## src/act_pkg.sv

```systemverilog
package act_pkg;
	// ==========================================================
	// register map (byte addresses on the plain port)
	localparam logic [3:0]  ADDR_CTRL      = 4'h0;    // converter_control_word
	localparam logic [3:0]  ADDR_STAT      = 4'h4;    // status, read only
	localparam logic [3:0]  ADDR_RES       = 4'h8;    // result, read only
	localparam logic [3:0]  ADDR_SYS       = 4'hc;    // system_config_one + master clock
	localparam logic [15:0] CTRL_RESET     = 16'h0000;
	localparam logic [2:0]  SYS_RESET      = 3'h0;

	// ==========================================================
	// control word fields, then system config fields
	localparam int          START_BIT      = 0;       // write 1 starts a conversion
	localparam int          RES8_BIT       = 1;       // 1: 8-bit resolution
	localparam int          PCAL_OFF_BIT   = 2;       // 1: post-calibration off
	localparam int          IMPROVED_BIT   = 3;       // 1: improved clock mechanism
	localparam int          IMP_DIV_LSB    = 4;       // improved divider, 4 bits
	localparam int          STS_LSB        = 12;      // sample_time_select
	localparam int          BCS_LSB        = 14;      // basic_clock_select
	localparam int          HALVE_BIT      = 0;       // cpu_clock_halving
	localparam int          MCC_LSB        = 1;       // master_clock_config, 2 bits

	// ==========================================================
	// status bits
	localparam int          ST_BUSY_BIT    = 0;
	localparam int          ST_CAL_BIT     = 1;
	localparam int          ST_VALID_BIT   = 2;

	// ==========================================================
	// timing figures
	localparam logic [4:0]  DIV_CODE0      = 5'h04;   // divide by 4
	localparam logic [4:0]  DIV_CODE1      = 5'h02;   // divide by 2
	localparam logic [4:0]  DIV_CODE2      = 5'h10;   // divide by 16
	localparam logic [4:0]  DIV_CODE3      = 5'h08;   // divide by 8
	localparam logic [4:0]  IMP_DIV_MIN    = 5'h02;   // improved divider floor
	localparam logic [6:0]  SAMPLE_BASE    = 7'h08;   // 8 basic clocks at code 00
	localparam logic [6:0]  CONV_10_POST   = 7'h34;   // 52 basic clocks
	localparam logic [6:0]  CONV_8_POST    = 7'h2c;   // 44 basic clocks
	localparam logic [6:0]  PCAL_SAVING    = 7'h0c;   // 12 basic clocks
	localparam logic [2:0]  LOAD_SYS_CYC   = 3'h6;    // result load, system clocks
	localparam int          CAL_MIN_BC     = 484;     // reset calibration floor
	localparam int          CAL_MAX_BC     = 11696;   // reset calibration ceiling
	localparam logic [9:0]  RES_ZERO       = 10'h000; // input below ground
	localparam logic [9:0]  RES_FULL       = 10'h3ff; // input above reference

	// conversion sequencer phases
	typedef enum logic [1:0] {PH_IDLE, PH_SAMPLE, PH_CONVERT, PH_LOAD} act_phase_e;
endpackage

```

## src/act_bc_prescaler.sv

```systemverilog
`timescale 1ns/10ps
module act_bc_prescaler (
	input  wire logic       clk_i,
	input  wire logic       rst_n_i,
	input  wire logic       improved_i,
	input  wire logic [1:0] sel_i,
	input  wire logic [3:0] imp_div_i,
	output logic            tick_o
);
	// ==========================================================
	// divisor selection
	logic [4:0] div;     // active divisor
	logic [4:0] tbl_div; // compatibility table value
	logic [4:0] cnt;     // cycles left to next tick

	assign tbl_div = (sel_i == 2'h0) ? act_pkg::DIV_CODE0 :
	                 (sel_i == 2'h1) ? act_pkg::DIV_CODE1 :
	                 (sel_i == 2'h2) ? act_pkg::DIV_CODE2 : act_pkg::DIV_CODE3;
	// improved mode: divide by value plus two, never below two
	assign div = improved_i ? ({1'b0, imp_div_i} + act_pkg::IMP_DIV_MIN) : tbl_div;

	// ==========================================================
	// enable pulse, one system clock wide
	// the reload value is taken at the tick, so a divisor change
	// mid-period only shows from the next period on
	always_ff @(posedge clk_i) begin
		if (!rst_n_i) begin
			cnt    <= 5'h00;
			tick_o <= 1'b0;
		end else if (cnt == 5'h00) begin
			cnt    <= div - 5'h01;
			tick_o <= 1'b1;
		end else begin
			cnt    <= cnt - 5'h01;
			tick_o <= 1'b0;
		end
	end
endmodule

```

## src/act_timing.sv

```systemverilog
`timescale 1ns/10ps
// Function
// - prescaler divides system clock by 4,2,16,8
// - sample time is 8,16,32,64 basic clocks
// - 10-bit post-calibrated conversion: 52 clocks plus load
// - 8-bit post-calibrated conversion: 44 basic clocks
// - post-calibration off saves 12 basic clocks
// - conversion is sample, determination, result load
// - underrange gives zero, overrange gives all ones
// - reset calibration lasts 484 to 11696 clocks
// - conversions during calibration run and extend it
// - compatibility encodings or improved divider selectable
// - cpu_clock_halving picks master clock or half
// - system clock runs at the cpu clock rate
// - master_clock_config selects master clock mechanism
module act_timing #(
	parameter int CAL_MIN_BC = act_pkg::CAL_MIN_BC,
	parameter int CAL_MAX_BC = act_pkg::CAL_MAX_BC
) (
	input  wire logic        CLOCK_I,
	input  wire logic        RST_N_I,
	input  wire logic [3:0]  ADDR_I,
	input  wire logic [15:0] WDATA_I,
	input  wire logic        WR_I,
	input  wire logic        RD_I,
	output logic      [15:0] RDATA_O,
	input  wire logic [9:0]  ANA_RESULT_I,
	input  wire logic        ANA_UNDER_I,
	input  wire logic        ANA_OVER_I,
	input  wire logic        CAL_DONE_I,
	output logic             SAMPLE_O,
	output logic             CONVERT_O,
	output logic             CAL_O,
	output logic             BUSY_O,
	output logic             CPU_CLOCK_HALVING_O,
	output logic      [1:0]  MASTER_CLOCK_CONFIG_O
);
	// ==========================================================
	// state
	localparam int SYNC_W = 13;                     // result, under, over, cal done
	act_pkg::act_phase_e state;                     // sequencer phase
	act_pkg::act_phase_e next_state;
	logic [15:0]       ctrl;                        // converter_control_word
	logic [2:0]        sysreg;                      // halving + master clock config
	logic [9:0]        result;                      // last committed result
	logic              res_valid;                   // sticky, cleared by result read
	logic [6:0]        bc_cnt;                      // basic clocks in current phase
	logic [6:0]        next_bc_cnt;
	logic [2:0]        ld_cnt;                      // system clocks in load phase
	logic [2:0]        next_ld_cnt;
	logic              cal_active;                  // reset calibration running
	logic [13:0]       cal_cnt;                     // calibration basic clocks
	logic [SYNC_W-1:0] s1, s2, s3, filt;            // pin synchroniser stages
	logic              bc_tick;                     // basic clock enable

	// ==========================================================
	// decode
	wire               wr_ctrl   = WR_I && (ADDR_I == act_pkg::ADDR_CTRL);
	wire               wr_sys    = WR_I && (ADDR_I == act_pkg::ADDR_SYS);
	wire               rd_res    = RD_I && (ADDR_I == act_pkg::ADDR_RES);
	wire               start_req = wr_ctrl && WDATA_I[act_pkg::START_BIT];
	wire               res8      = ctrl[act_pkg::RES8_BIT];
	wire               pcal_off  = ctrl[act_pkg::PCAL_OFF_BIT];
	wire        [1:0]  sts       = ctrl[act_pkg::STS_LSB +: 2];
	wire        [9:0]  ana_res   = filt[9:0];
	wire               ana_under = filt[10];
	wire               ana_over  = filt[11];
	wire               cal_done  = filt[12];
	wire               busy      = (state != act_pkg::PH_IDLE);

	// sample length: 8 shifted left by the select code
	wire        [6:0]  sample_target = act_pkg::SAMPLE_BASE << sts;
	// determination length by resolution, less the post-calibration
	wire        [6:0]  conv_base = res8 ? act_pkg::CONV_8_POST
	                                    : act_pkg::CONV_10_POST;
	wire        [6:0]  conv_target = pcal_off ? (conv_base - act_pkg::PCAL_SAVING)
	                                          : conv_base;
	wire        [6:0]  sample_last = sample_target - 7'h01;
	wire        [6:0]  conv_last   = conv_target - 7'h01;
	wire        [2:0]  load_last   = act_pkg::LOAD_SYS_CYC - 3'h1;
	wire               commit      = (state == act_pkg::PH_LOAD) && (ld_cnt == load_last);
	// underrange wins should the front end flag both
	wire        [9:0]  clamped = ana_under ? act_pkg::RES_ZERO :
	                             ana_over  ? act_pkg::RES_FULL : ana_res;

	// calibration advances only while no conversion runs, so each
	// conversion pushes its end out by its own length
	wire               cal_step = cal_active && bc_tick && !busy && !start_req;
	wire               cal_end  = cal_step &&
	                              (((cal_cnt >= 14'(CAL_MIN_BC - 1)) && cal_done) ||
	                               (cal_cnt == 14'(CAL_MAX_BC - 1)));

	wire        [15:0] stat_word = {13'h0000, res_valid, cal_active, busy};
	wire        [15:0] rd_mux = (ADDR_I == act_pkg::ADDR_CTRL) ? ctrl :
	                            (ADDR_I == act_pkg::ADDR_STAT) ? stat_word :
	                            (ADDR_I == act_pkg::ADDR_RES)  ? {6'h00, result} :
	                            (ADDR_I == act_pkg::ADDR_SYS)  ? {13'h0000, sysreg} :
	                            16'h0000;                                    // unmapped

	// ==========================================================
	// basic clock prescaler
	act_bc_prescaler u_presc (
		.clk_i      (CLOCK_I),
		.rst_n_i    (RST_N_I),
		.improved_i (ctrl[act_pkg::IMPROVED_BIT]),
		.sel_i      (ctrl[act_pkg::BCS_LSB +: 2]),
		.imp_div_i  (ctrl[act_pkg::IMP_DIV_LSB +: 4]),
		.tick_o     (bc_tick)
	);

	// ==========================================================
	// pin synchroniser, three stages
	always_ff @(posedge CLOCK_I) begin
		if (!RST_N_I) begin
			s1 <= '0;
			s2 <= '0;
			s3 <= '0;
		end else begin
			s1 <= {CAL_DONE_I, ANA_OVER_I, ANA_UNDER_I, ANA_RESULT_I};
			s2 <= s1;
			s3 <= s2;
		end
	end

	// a change counts once stages two and three agree
	genvar gi;
	generate
		for (gi = 0; gi < SYNC_W; gi++) begin : g_filt
			always_ff @(posedge CLOCK_I) begin
				if (!RST_N_I) begin
					filt[gi] <= 1'b0;
				end else if (s2[gi] == s3[gi]) begin
					filt[gi] <= s3[gi];
				end
			end
		end
	endgenerate

	// ==========================================================
	// sequencer next state
	always_comb begin
		next_state  = state;
		next_bc_cnt = bc_cnt;
		next_ld_cnt = ld_cnt;
		case (state)
			act_pkg::PH_IDLE: begin
				// start while busy is dropped; while calibrating it runs
				if (start_req) begin
					next_state  = act_pkg::PH_SAMPLE;
					next_bc_cnt = 7'h00;
				end
			end
			act_pkg::PH_SAMPLE: begin
				if (bc_tick && bc_cnt == sample_last) begin
					next_state  = act_pkg::PH_CONVERT;
					next_bc_cnt = 7'h00;
				end else if (bc_tick) begin
					next_bc_cnt = bc_cnt + 7'h01;
				end
			end
			act_pkg::PH_CONVERT: begin
				if (bc_tick && bc_cnt == conv_last) begin
					next_state  = act_pkg::PH_LOAD;
					next_ld_cnt = 3'h0;
				end else if (bc_tick) begin
					next_bc_cnt = bc_cnt + 7'h01;
				end
			end
			act_pkg::PH_LOAD: begin
				// counted in system clocks, not basic clocks
				if (ld_cnt == load_last) begin
					next_state = act_pkg::PH_IDLE;
				end else begin
					next_ld_cnt = ld_cnt + 3'h1;
				end
			end
			default: next_state = act_pkg::PH_IDLE;
		endcase
	end

	// ==========================================================
	// sequencer registers and phase outputs
	always_ff @(posedge CLOCK_I) begin
		if (!RST_N_I) begin
			state     <= act_pkg::PH_IDLE;
			bc_cnt    <= 7'h00;
			ld_cnt    <= 3'h0;
			SAMPLE_O  <= 1'b0;
			CONVERT_O <= 1'b0;
			BUSY_O    <= 1'b0;
		end else begin
			state     <= next_state;
			bc_cnt    <= next_bc_cnt;
			ld_cnt    <= next_ld_cnt;
			SAMPLE_O  <= (next_state == act_pkg::PH_SAMPLE);
			CONVERT_O <= (next_state == act_pkg::PH_CONVERT);
			BUSY_O    <= (next_state != act_pkg::PH_IDLE);
		end
	end

	// ==========================================================
	// result register; a new result beats a read-clear
	always_ff @(posedge CLOCK_I) begin
		if (!RST_N_I) begin
			result    <= act_pkg::RES_ZERO;
			res_valid <= 1'b0;
		end else begin
			if (commit) begin
				result <= clamped;
			end
			res_valid <= commit || (res_valid && !rd_res);
		end
	end

	// ==========================================================
	// reset calibration, starts active out of reset
	always_ff @(posedge CLOCK_I) begin
		if (!RST_N_I) begin
			cal_active <= 1'b1;
			cal_cnt    <= 14'h0000;
			CAL_O      <= 1'b1;
		end else begin
			if (cal_end) begin
				cal_active <= 1'b0;
			end
			if (cal_step) begin
				cal_cnt <= cal_cnt + 14'h0001;
			end
			CAL_O <= cal_active && !cal_end;
		end
	end

	// ==========================================================
	// software registers
	// start bit is a command, it is never stored
	always_ff @(posedge CLOCK_I) begin
		if (!RST_N_I) begin
			ctrl <= act_pkg::CTRL_RESET;
			sysreg <= act_pkg::SYS_RESET;
		end else begin
			if (wr_ctrl) begin
				ctrl <= WDATA_I & ~(16'h0001 << act_pkg::START_BIT);
			end
			if (wr_sys) begin
				sysreg <= WDATA_I[2:0];
			end
		end
	end

	// clock steering straps leave as registered levels; the clock
	// unit outside does the actual division, so this block's
	// CLOCK_I is the system clock at the cpu rate
	always_ff @(posedge CLOCK_I) begin
		if (!RST_N_I) begin
			CPU_CLOCK_HALVING_O   <= 1'b0;
			MASTER_CLOCK_CONFIG_O <= 2'h0;
		end else begin
			CPU_CLOCK_HALVING_O   <= sysreg[act_pkg::HALVE_BIT];
			MASTER_CLOCK_CONFIG_O <= sysreg[act_pkg::MCC_LSB +: 2];
		end
	end

	// read data stand only in the cycle after the strobe
	always_ff @(posedge CLOCK_I) begin
		if (!RST_N_I) begin
			RDATA_O <= 16'h0000;
		end else begin
			RDATA_O <= RD_I ? rd_mux : 16'h0000;
		end
	end

	// ==========================================================
	// checks and their helpers
	logic [7:0] ph_ticks;                               // ticks seen in phase
	always_ff @(posedge CLOCK_I) begin
		if (!RST_N_I || state != next_state) begin
			ph_ticks <= 8'h00;
		end else if (bc_tick) begin
			ph_ticks <= ph_ticks + 8'h01;
		end
	end
endmodule

```

## config.mk

```make
export PLATFORM = sky130hd
export DESIGN_NAME = act_timing
export DESIGN_NICKNAME = d
export VERILOG_FILES = /design/src/act_pkg.sv /design/src/act_bc_prescaler.sv /design/src/act_timing.sv
export SDC_FILE = /design/constraint.sdc
export NUM_CORES = 1
export LEC_CHECK = 0
export BUFFER_PORTS_ARGS = -buffer_cell sky130_fd_sc_hd__buf_4
export CORE_MARGIN = 2
export CORE_UTILIZATION = 50
export DETAILED_ROUTE_END_ITERATION = 6
export PLACE_DENSITY = 0.66
export SYNTH_ARGS = -nofsm -noshare
export SYNTH_HDL_FRONTEND = slang
export SYNTH_SLANG_ARGS = --single-unit
```

## constraint.sdc

```tcl
create_clock -name CLOCK_I -period 3.4 [get_ports CLOCK_I]
set_input_delay 0.34 -clock CLOCK_I [delete_from_list [all_inputs] [get_ports CLOCK_I]]
set_output_delay 0.34 -clock CLOCK_I [all_outputs]
set_load 0.05 [all_outputs]
```

# After elaboration in Yosys (flattened, before gate mapping)
# Cells that the tools add are included.
# Widths: inputs -> output; s select.
[totals] word_cells=137 register_bits=137 out_inout_bits=23 input_bits=37
[classes] n_shift=1 magnitude_cmp=1 eq_ne=31 n_mux=27 reduce_logical=32 add_sub_neg=9 bitwise_logic=1
[op_table] operator="$mux 10" n=4
[op_table] operator="$mux 7" n=5
[op_table] operator="$mux 5" n=6
[op_table] operator="$pmux 7 s3" n=1
[op_table] operator="$mux 16" n=1
[op_table] operator="$add 14x1->14 const B" n=1
[op_table] operator="$eq 14x14->1 const B" n=1
[op_table] operator="$eq 7x7->1" n=2
[op_table] operator="$ge 14x9->1 const B" n=1
[op_table] operator="$logic_and 1x1->1" n=14
[op_table] operator="$sub 7x1->7 const B" n=2
[op_table] operator="$eq 1x1->1" n=13
[op_table] operator="$sub 5x1->5 const B" n=2
[op_table] operator="$mux 3" n=3
[op_table] operator="$eq 2x2->1 const B" n=4
[op_table] operator="$eq 4x4->1 const B" n=2
[op_table] operator="$mux 2" n=4
[op_table] operator="$ne 2x2->1 const B" n=4
[op_table] operator="$pmux 2 s4" n=1
[op_table] operator="$add 7x1->7 const B" n=1
[op_table] operator="$shl 4x2->7 const A" n=1
[op_table] operator="$sub 6x4->7 const B" n=1
[op_table] operator="$eq 2x1->1 const B" n=3
[op_table] operator="$pmux 3 s2" n=1
[op_table] operator="16 further kinds" n=24

# Logic depth before layout (Yosys ltp)
[logic_depth] word_depth=9 ltp_mapped=9 ltp_nobuf=8

# Hierarchy
# From an unflattened synthesis, not the netlist that was laid out.
[hier_totals] hier_cells=589 hier_area_um2=5539.1
[modules_own_cells] mod="act_timing" area_each_um2=5119.9 instances=1 seq_area_each_um2=2622.5 cells_per_inst=543
[modules_own_cells] mod="act_bc_prescaler" area_each_um2=419.2 instances=1 seq_area_each_um2=120.1 cells_per_inst=46

# Worst setup path after synthesis
# No wires, ideal clock.
[synth_path] kind="register -> register" startpoint="reg ctrl[2]" endpoint="reg ld_cnt[1]" period_less_slack_ps=1920 arrival_time_ps=1850 setup_time_ps=70 path_buffers=0 setup_slack_ps=1480 required_ps=3330 stages_incl_launch_ff=8 path_cell_list="dfxtp_1 -> ha_1 -> xnor2_1 -> mux2i_2 -> and2_1 -> o21ai_2 -> or3b_1 -> a21boi_1"
[synth_between] elab_chain_cells=6
[synth_rtl] element="from (decl)" line="act_timing.sv:43" source="logic [15:0] ctrl;"
[synth_rtl] element="from (signal assigned)" line="act_timing.sv:238" source="ctrl <= act_pkg::CTRL_RESET;"
[synth_rtl] element="from (signal assigned)" line="act_timing.sv:242" source="ctrl <= WDATA_I & ~(16'h0001 << act_pkg::START_BIT);"
[synth_rtl] element="$mux 7" line="act_timing.sv:76" source="wire [6:0] conv_target = pcal_off ? (conv_base - act_pkg::PCAL_SAVING)"
[synth_rtl] element="$sub 7x1->7" line="act_timing.sv:79" source="wire [6:0] conv_last = conv_target - 7'h01;"
[synth_rtl] element="$eq 7x7->1" line="act_timing.sv:162" source="if (bc_tick && bc_cnt == conv_last) begin"
[synth_rtl] element="$logic_and 1x1->1" line="act_timing.sv:162"
[synth_rtl] element="$ne 2x2->1 (no line)"
[synth_rtl] element="$reduce_and 3->1 (no line)"
[synth_rtl] element="to (signal assigned)" line="act_timing.sv:194" source="ld_cnt <= next_ld_cnt;"
[synth_rtl] element="to (decl)" line="act_timing.sv:49" source="logic [2:0] ld_cnt;"
# Every way passes these cells.
# A chain may end at the register's enable or synchronous reset.

# Worst setup path in the final report
[layout_path] startpoint="reg ctrl[1]" endpoint="reg ld_cnt[1]"
[layout_between] elab_chain_cells=8
[layout_rtl] element="$mux 5 *" line="act_timing.sv:74" source="wire [6:0] conv_base = res8 ? act_pkg::CONV_8_POST"
[layout_rtl] element="$sub 6x4->7" line="act_timing.sv:76"
[layout_rtl] element="$mux 7 *" line="act_timing.sv:76"
[layout_rtl] element="$sub 7x1->7 *" line="act_timing.sv:79"
[layout_rtl] element="$eq 7x7->1 *" line="act_timing.sv:162"
[layout_rtl] element="$logic_and 1x1->1 *" line="act_timing.sv:162"
[layout_rtl] element="$ne 2x2->1 (no line) *"
[layout_rtl] element="$reduce_and 3->1 (no line) *"
# Mark *: on every way between the ends. The rest lies on a longest branch, timed or not.

==> impl_metrics.csv <==
group,metric,value,unit
status,outcome,"finished clean",
power,peakVddDrop,306,µV
timing,rsz0062_at_grt,"false",
critical_path,required,3.85,ns
route,drt-wirelength-per-cell,13.5,µm
clocking,htreeDepth,4,
grt,grt_pass1_wl,18.0,mm
critical_path,cp-start-kind,"flop",
synth,syn-instance-count,584,
route,vias,4103,
route,dr.first_iter.drc_count,191,
timing,hold_violations,0,
critical_path,path_class,"reg -> reg",
floorplan,design.portCount,60,
floorplan,initial_core_util,50.9,%
timing,post-route-period-util,61.1,%
grt,antenna_found_initial,0,
synth,synth_cell_types,54,
critical_path,path_cells,"ha_1, xnor2_1, mux2i_2, and2_1, o21ai_2, or3b_1, a21boi_1",
layout,fin_nets,685,
placement,place_congestion,0.862,
clocking,clk_path_buf_depth,2,
synth,synthesis.nets,632,
critical_path,path_buf_inv,0,
timing,finalCriticalPeriod,2.08,ns
timing,finClkSkew,0.0161,ns
synth,synthArstFlopShare,0,%
timing,maxSlewViolCount,0,
synth,avgSynthCellArea,9.41,µm²
synth,synth_warnings,0,
clocking,clk-insertion-delay-late,0.53,ns
route,first_pass_iters,4,
power,leakage,2.62,nW
route,routed_wirelength,10.7,mm
grt,grt-ovfl-total,0,
grt,grt_pass1_vias,3947,
flow_run,maxCapViolations,0,
layout,drive_above_1_share,16.3,%
clocking,post_cts_buffers,0,
route,drc,0,
synth,synth_seq_area_share,49.9,%
grt,grt_max_degree,73,
grt,grt_usage,19.5,%
synth,synth_ff_type,"dfxtp_1",
floorplan,die_height,109,µm
placement,io_buffers,59,
placement,dp_hpwl,7.36,mm
floorplan,rows,38,
clocking,clkSinkCount,137,
critical_path,cp-end-kind,"flop",
synth,ys_ff_latch,137,
synth,syn_area,5500,µm²
timing,max_clock_freq,0.481,GHz
worst_hold_path,hold_path_class,"in -> reg",
critical_path,cpMaxStageDelayCell,"or3b_1",
critical_path,critPathTopFamily,"simple AND/OR/NAND/NOR gates",
power,power.density,591,nW/µm²
critical_path,ff2ff_path_depth,7,
timing,worst_pin_slew,0.860,ns
layout,num_antenna_cells,0,
layout,post-route-util,61.9,%
worst_hold_path,hold_depth,2,
layout,syn_to_final_growth,21.6,%
synth,synth_edf_count,0,
clocking,cts_root_buffer,"clkbuf_8",
clocking,cts_tree,"yes",
timing,fin_setup_tns,0,ns
route,ant_nets,0,
route,viasPerCell,5.19,
critical_path,cpPeakStageDelay,0.39,ns
critical_path,cp.arrival,2.53,ns
clocking,cts.clk_slew.worst_paths,0.06,ns
critical_path,cp_num_cells,7,
critical_path,critPathMaxFanout,4,
floorplan,die_w,109,µm
floorplan,core-area,10800,µm²
timing,setup_violations,0,
timing,slew_headroom,42.5,%
layout,num-fill-cells,920,
floorplan,die_area,11900,µm²
clocking,numCtsBuffers,17,
==> routing by layer <==
metal	track usage, %	vias up	share of wire, %
met3	4.96	11	3.9
met5	0	-	0
met4	8.97	0	1.1
met1	25.3	1899	49
li1	-	2112	-
met2	30.3	81	46
==> stage by stage <==
step	worst slack (ns)	hold slack (ns)	instances	total power (W)	cell area (µm²)
after global routing	1.16	0.00295	790	0.00410	6690
after CTS	1.31	0.00108	790	0.00399	6690
after detailed placement	1.33	0.419	755	0.00195	5990
after global placement	1.37	0.414	755	0.00194	5990
final	1.32	0.0163	790	0.00395	6690
after floorplan	1.48	0.412	584	0.00188	5500
==> state kept, by name, indices dropped and copies added, names as in the netlist, 2 cells and up <==
| name | count |
|---|---|
| MASTER_CLOCK_CONFIG_O | 2 |
| u_presc.cnt | 5 |
| ctrl | 15 |
| cal_cnt | 14 |
| ana_res | 10 |
| RDATA_O | 16 |
| s1 | 13 |
| bc_cnt | 7 |
| s3 | 13 |
| ld_cnt | 3 |
| state | 2 |
| sysreg | 3 |
| result | 10 |
| s2 | 13 |
==> power breakdown <==
group	switching [W]	leakage, nW	internal [W]
sequential	0.0000364	1.11	0.00166
clock	0.000688	0.326	0.00134
combinational	0.000115	1.18	0.000115
==> cell usage in the layout (no fill, tap or decap), drive strengths merged, types with 17 or more instances in the layout <==
cell type	Yosys	layout
a21boi	34	34
a21oi	20	20
and2	69	69
buf	8	60
clkbuf	21	17
dfxtp	137	137
nand2	71	71
nor2	28	28
nor2b	24	24
nor3	17	17
o21ai	22	22
==> final cells by class <==
class | count | area (µm²) | share of cell area (%)
Clock inverter | 15 | 248 | 3.71
Clock buffer | 17 | 414 | 6.20
Multi-Input combinational cell | 410 | 2590 | 38.8
Timing Repair Buffer | 63 | 480 | 7.19
Tap cell | 140 | 175 | 2.62
Inverter | 8 | 30.0 | 0.449
Sequential cell | 137 | 2740 | 41.0
==> timing repair <==
action,CTS,global route
resized for setup,0,0
hold buffers,3,0
endpoints found under the hold margin,3,0
==> cells in the mapped netlist (all sizes together) (3+ instances only) <==
master  number  share of area (%)
a21boi      34                4.6
a21oi       20                1.8
a31oi        4               0.46
a32oi        6               0.96
and2        69                7.9
and3         6               0.68
buf          8               0.93
clkbuf      21                1.4
dfxtp      137                 50
ha          11                2.5
inv          8               0.55
mux2i       13                2.4
nand2       71                4.8
nand2b       3               0.34
nand3       14                1.3
nand3b       3               0.41
nand4       12                1.4
nor2        28                2.0
nor2b       24                2.8
nor3        17                1.5
o211ai       3               0.66
o21ai       22                2.1
o31ai        5               0.68
xnor2       12                1.9
xor2         9                1.4
==> worst paths after layout <==
check / start / end / slack, ns
setup / recovery: ctrl[1] / ld_cnt[1] / 1.32
hold / removal: ANA_RESULT_I[1] / s1[1] / 0.02
setup reg to reg: ctrl[1] / ld_cnt[1] / 1.32
hold reg to reg: s1[11] / s2[11] / 0.43
==> cell families (layout without fill, tap and decap cells) <==
group / count (synthesis) / in the layout / share of synthesized area (%)
AOI/OAI and AO/OA: 102 / 102 / 12.9
xor gates and xnor gates: 21 / 21 / 3.35
adders and majority gates: 11 / 11 / 2.50
buffers and inverters: 37 / 103 / 2.91
DFF: 137 / 137 / 49.9
muxes: 16 / 16 / 3.46
and+or+nand+nor: 260 / 260 / 25.0
Note: power is estimated with default switching activity, not from simulation.
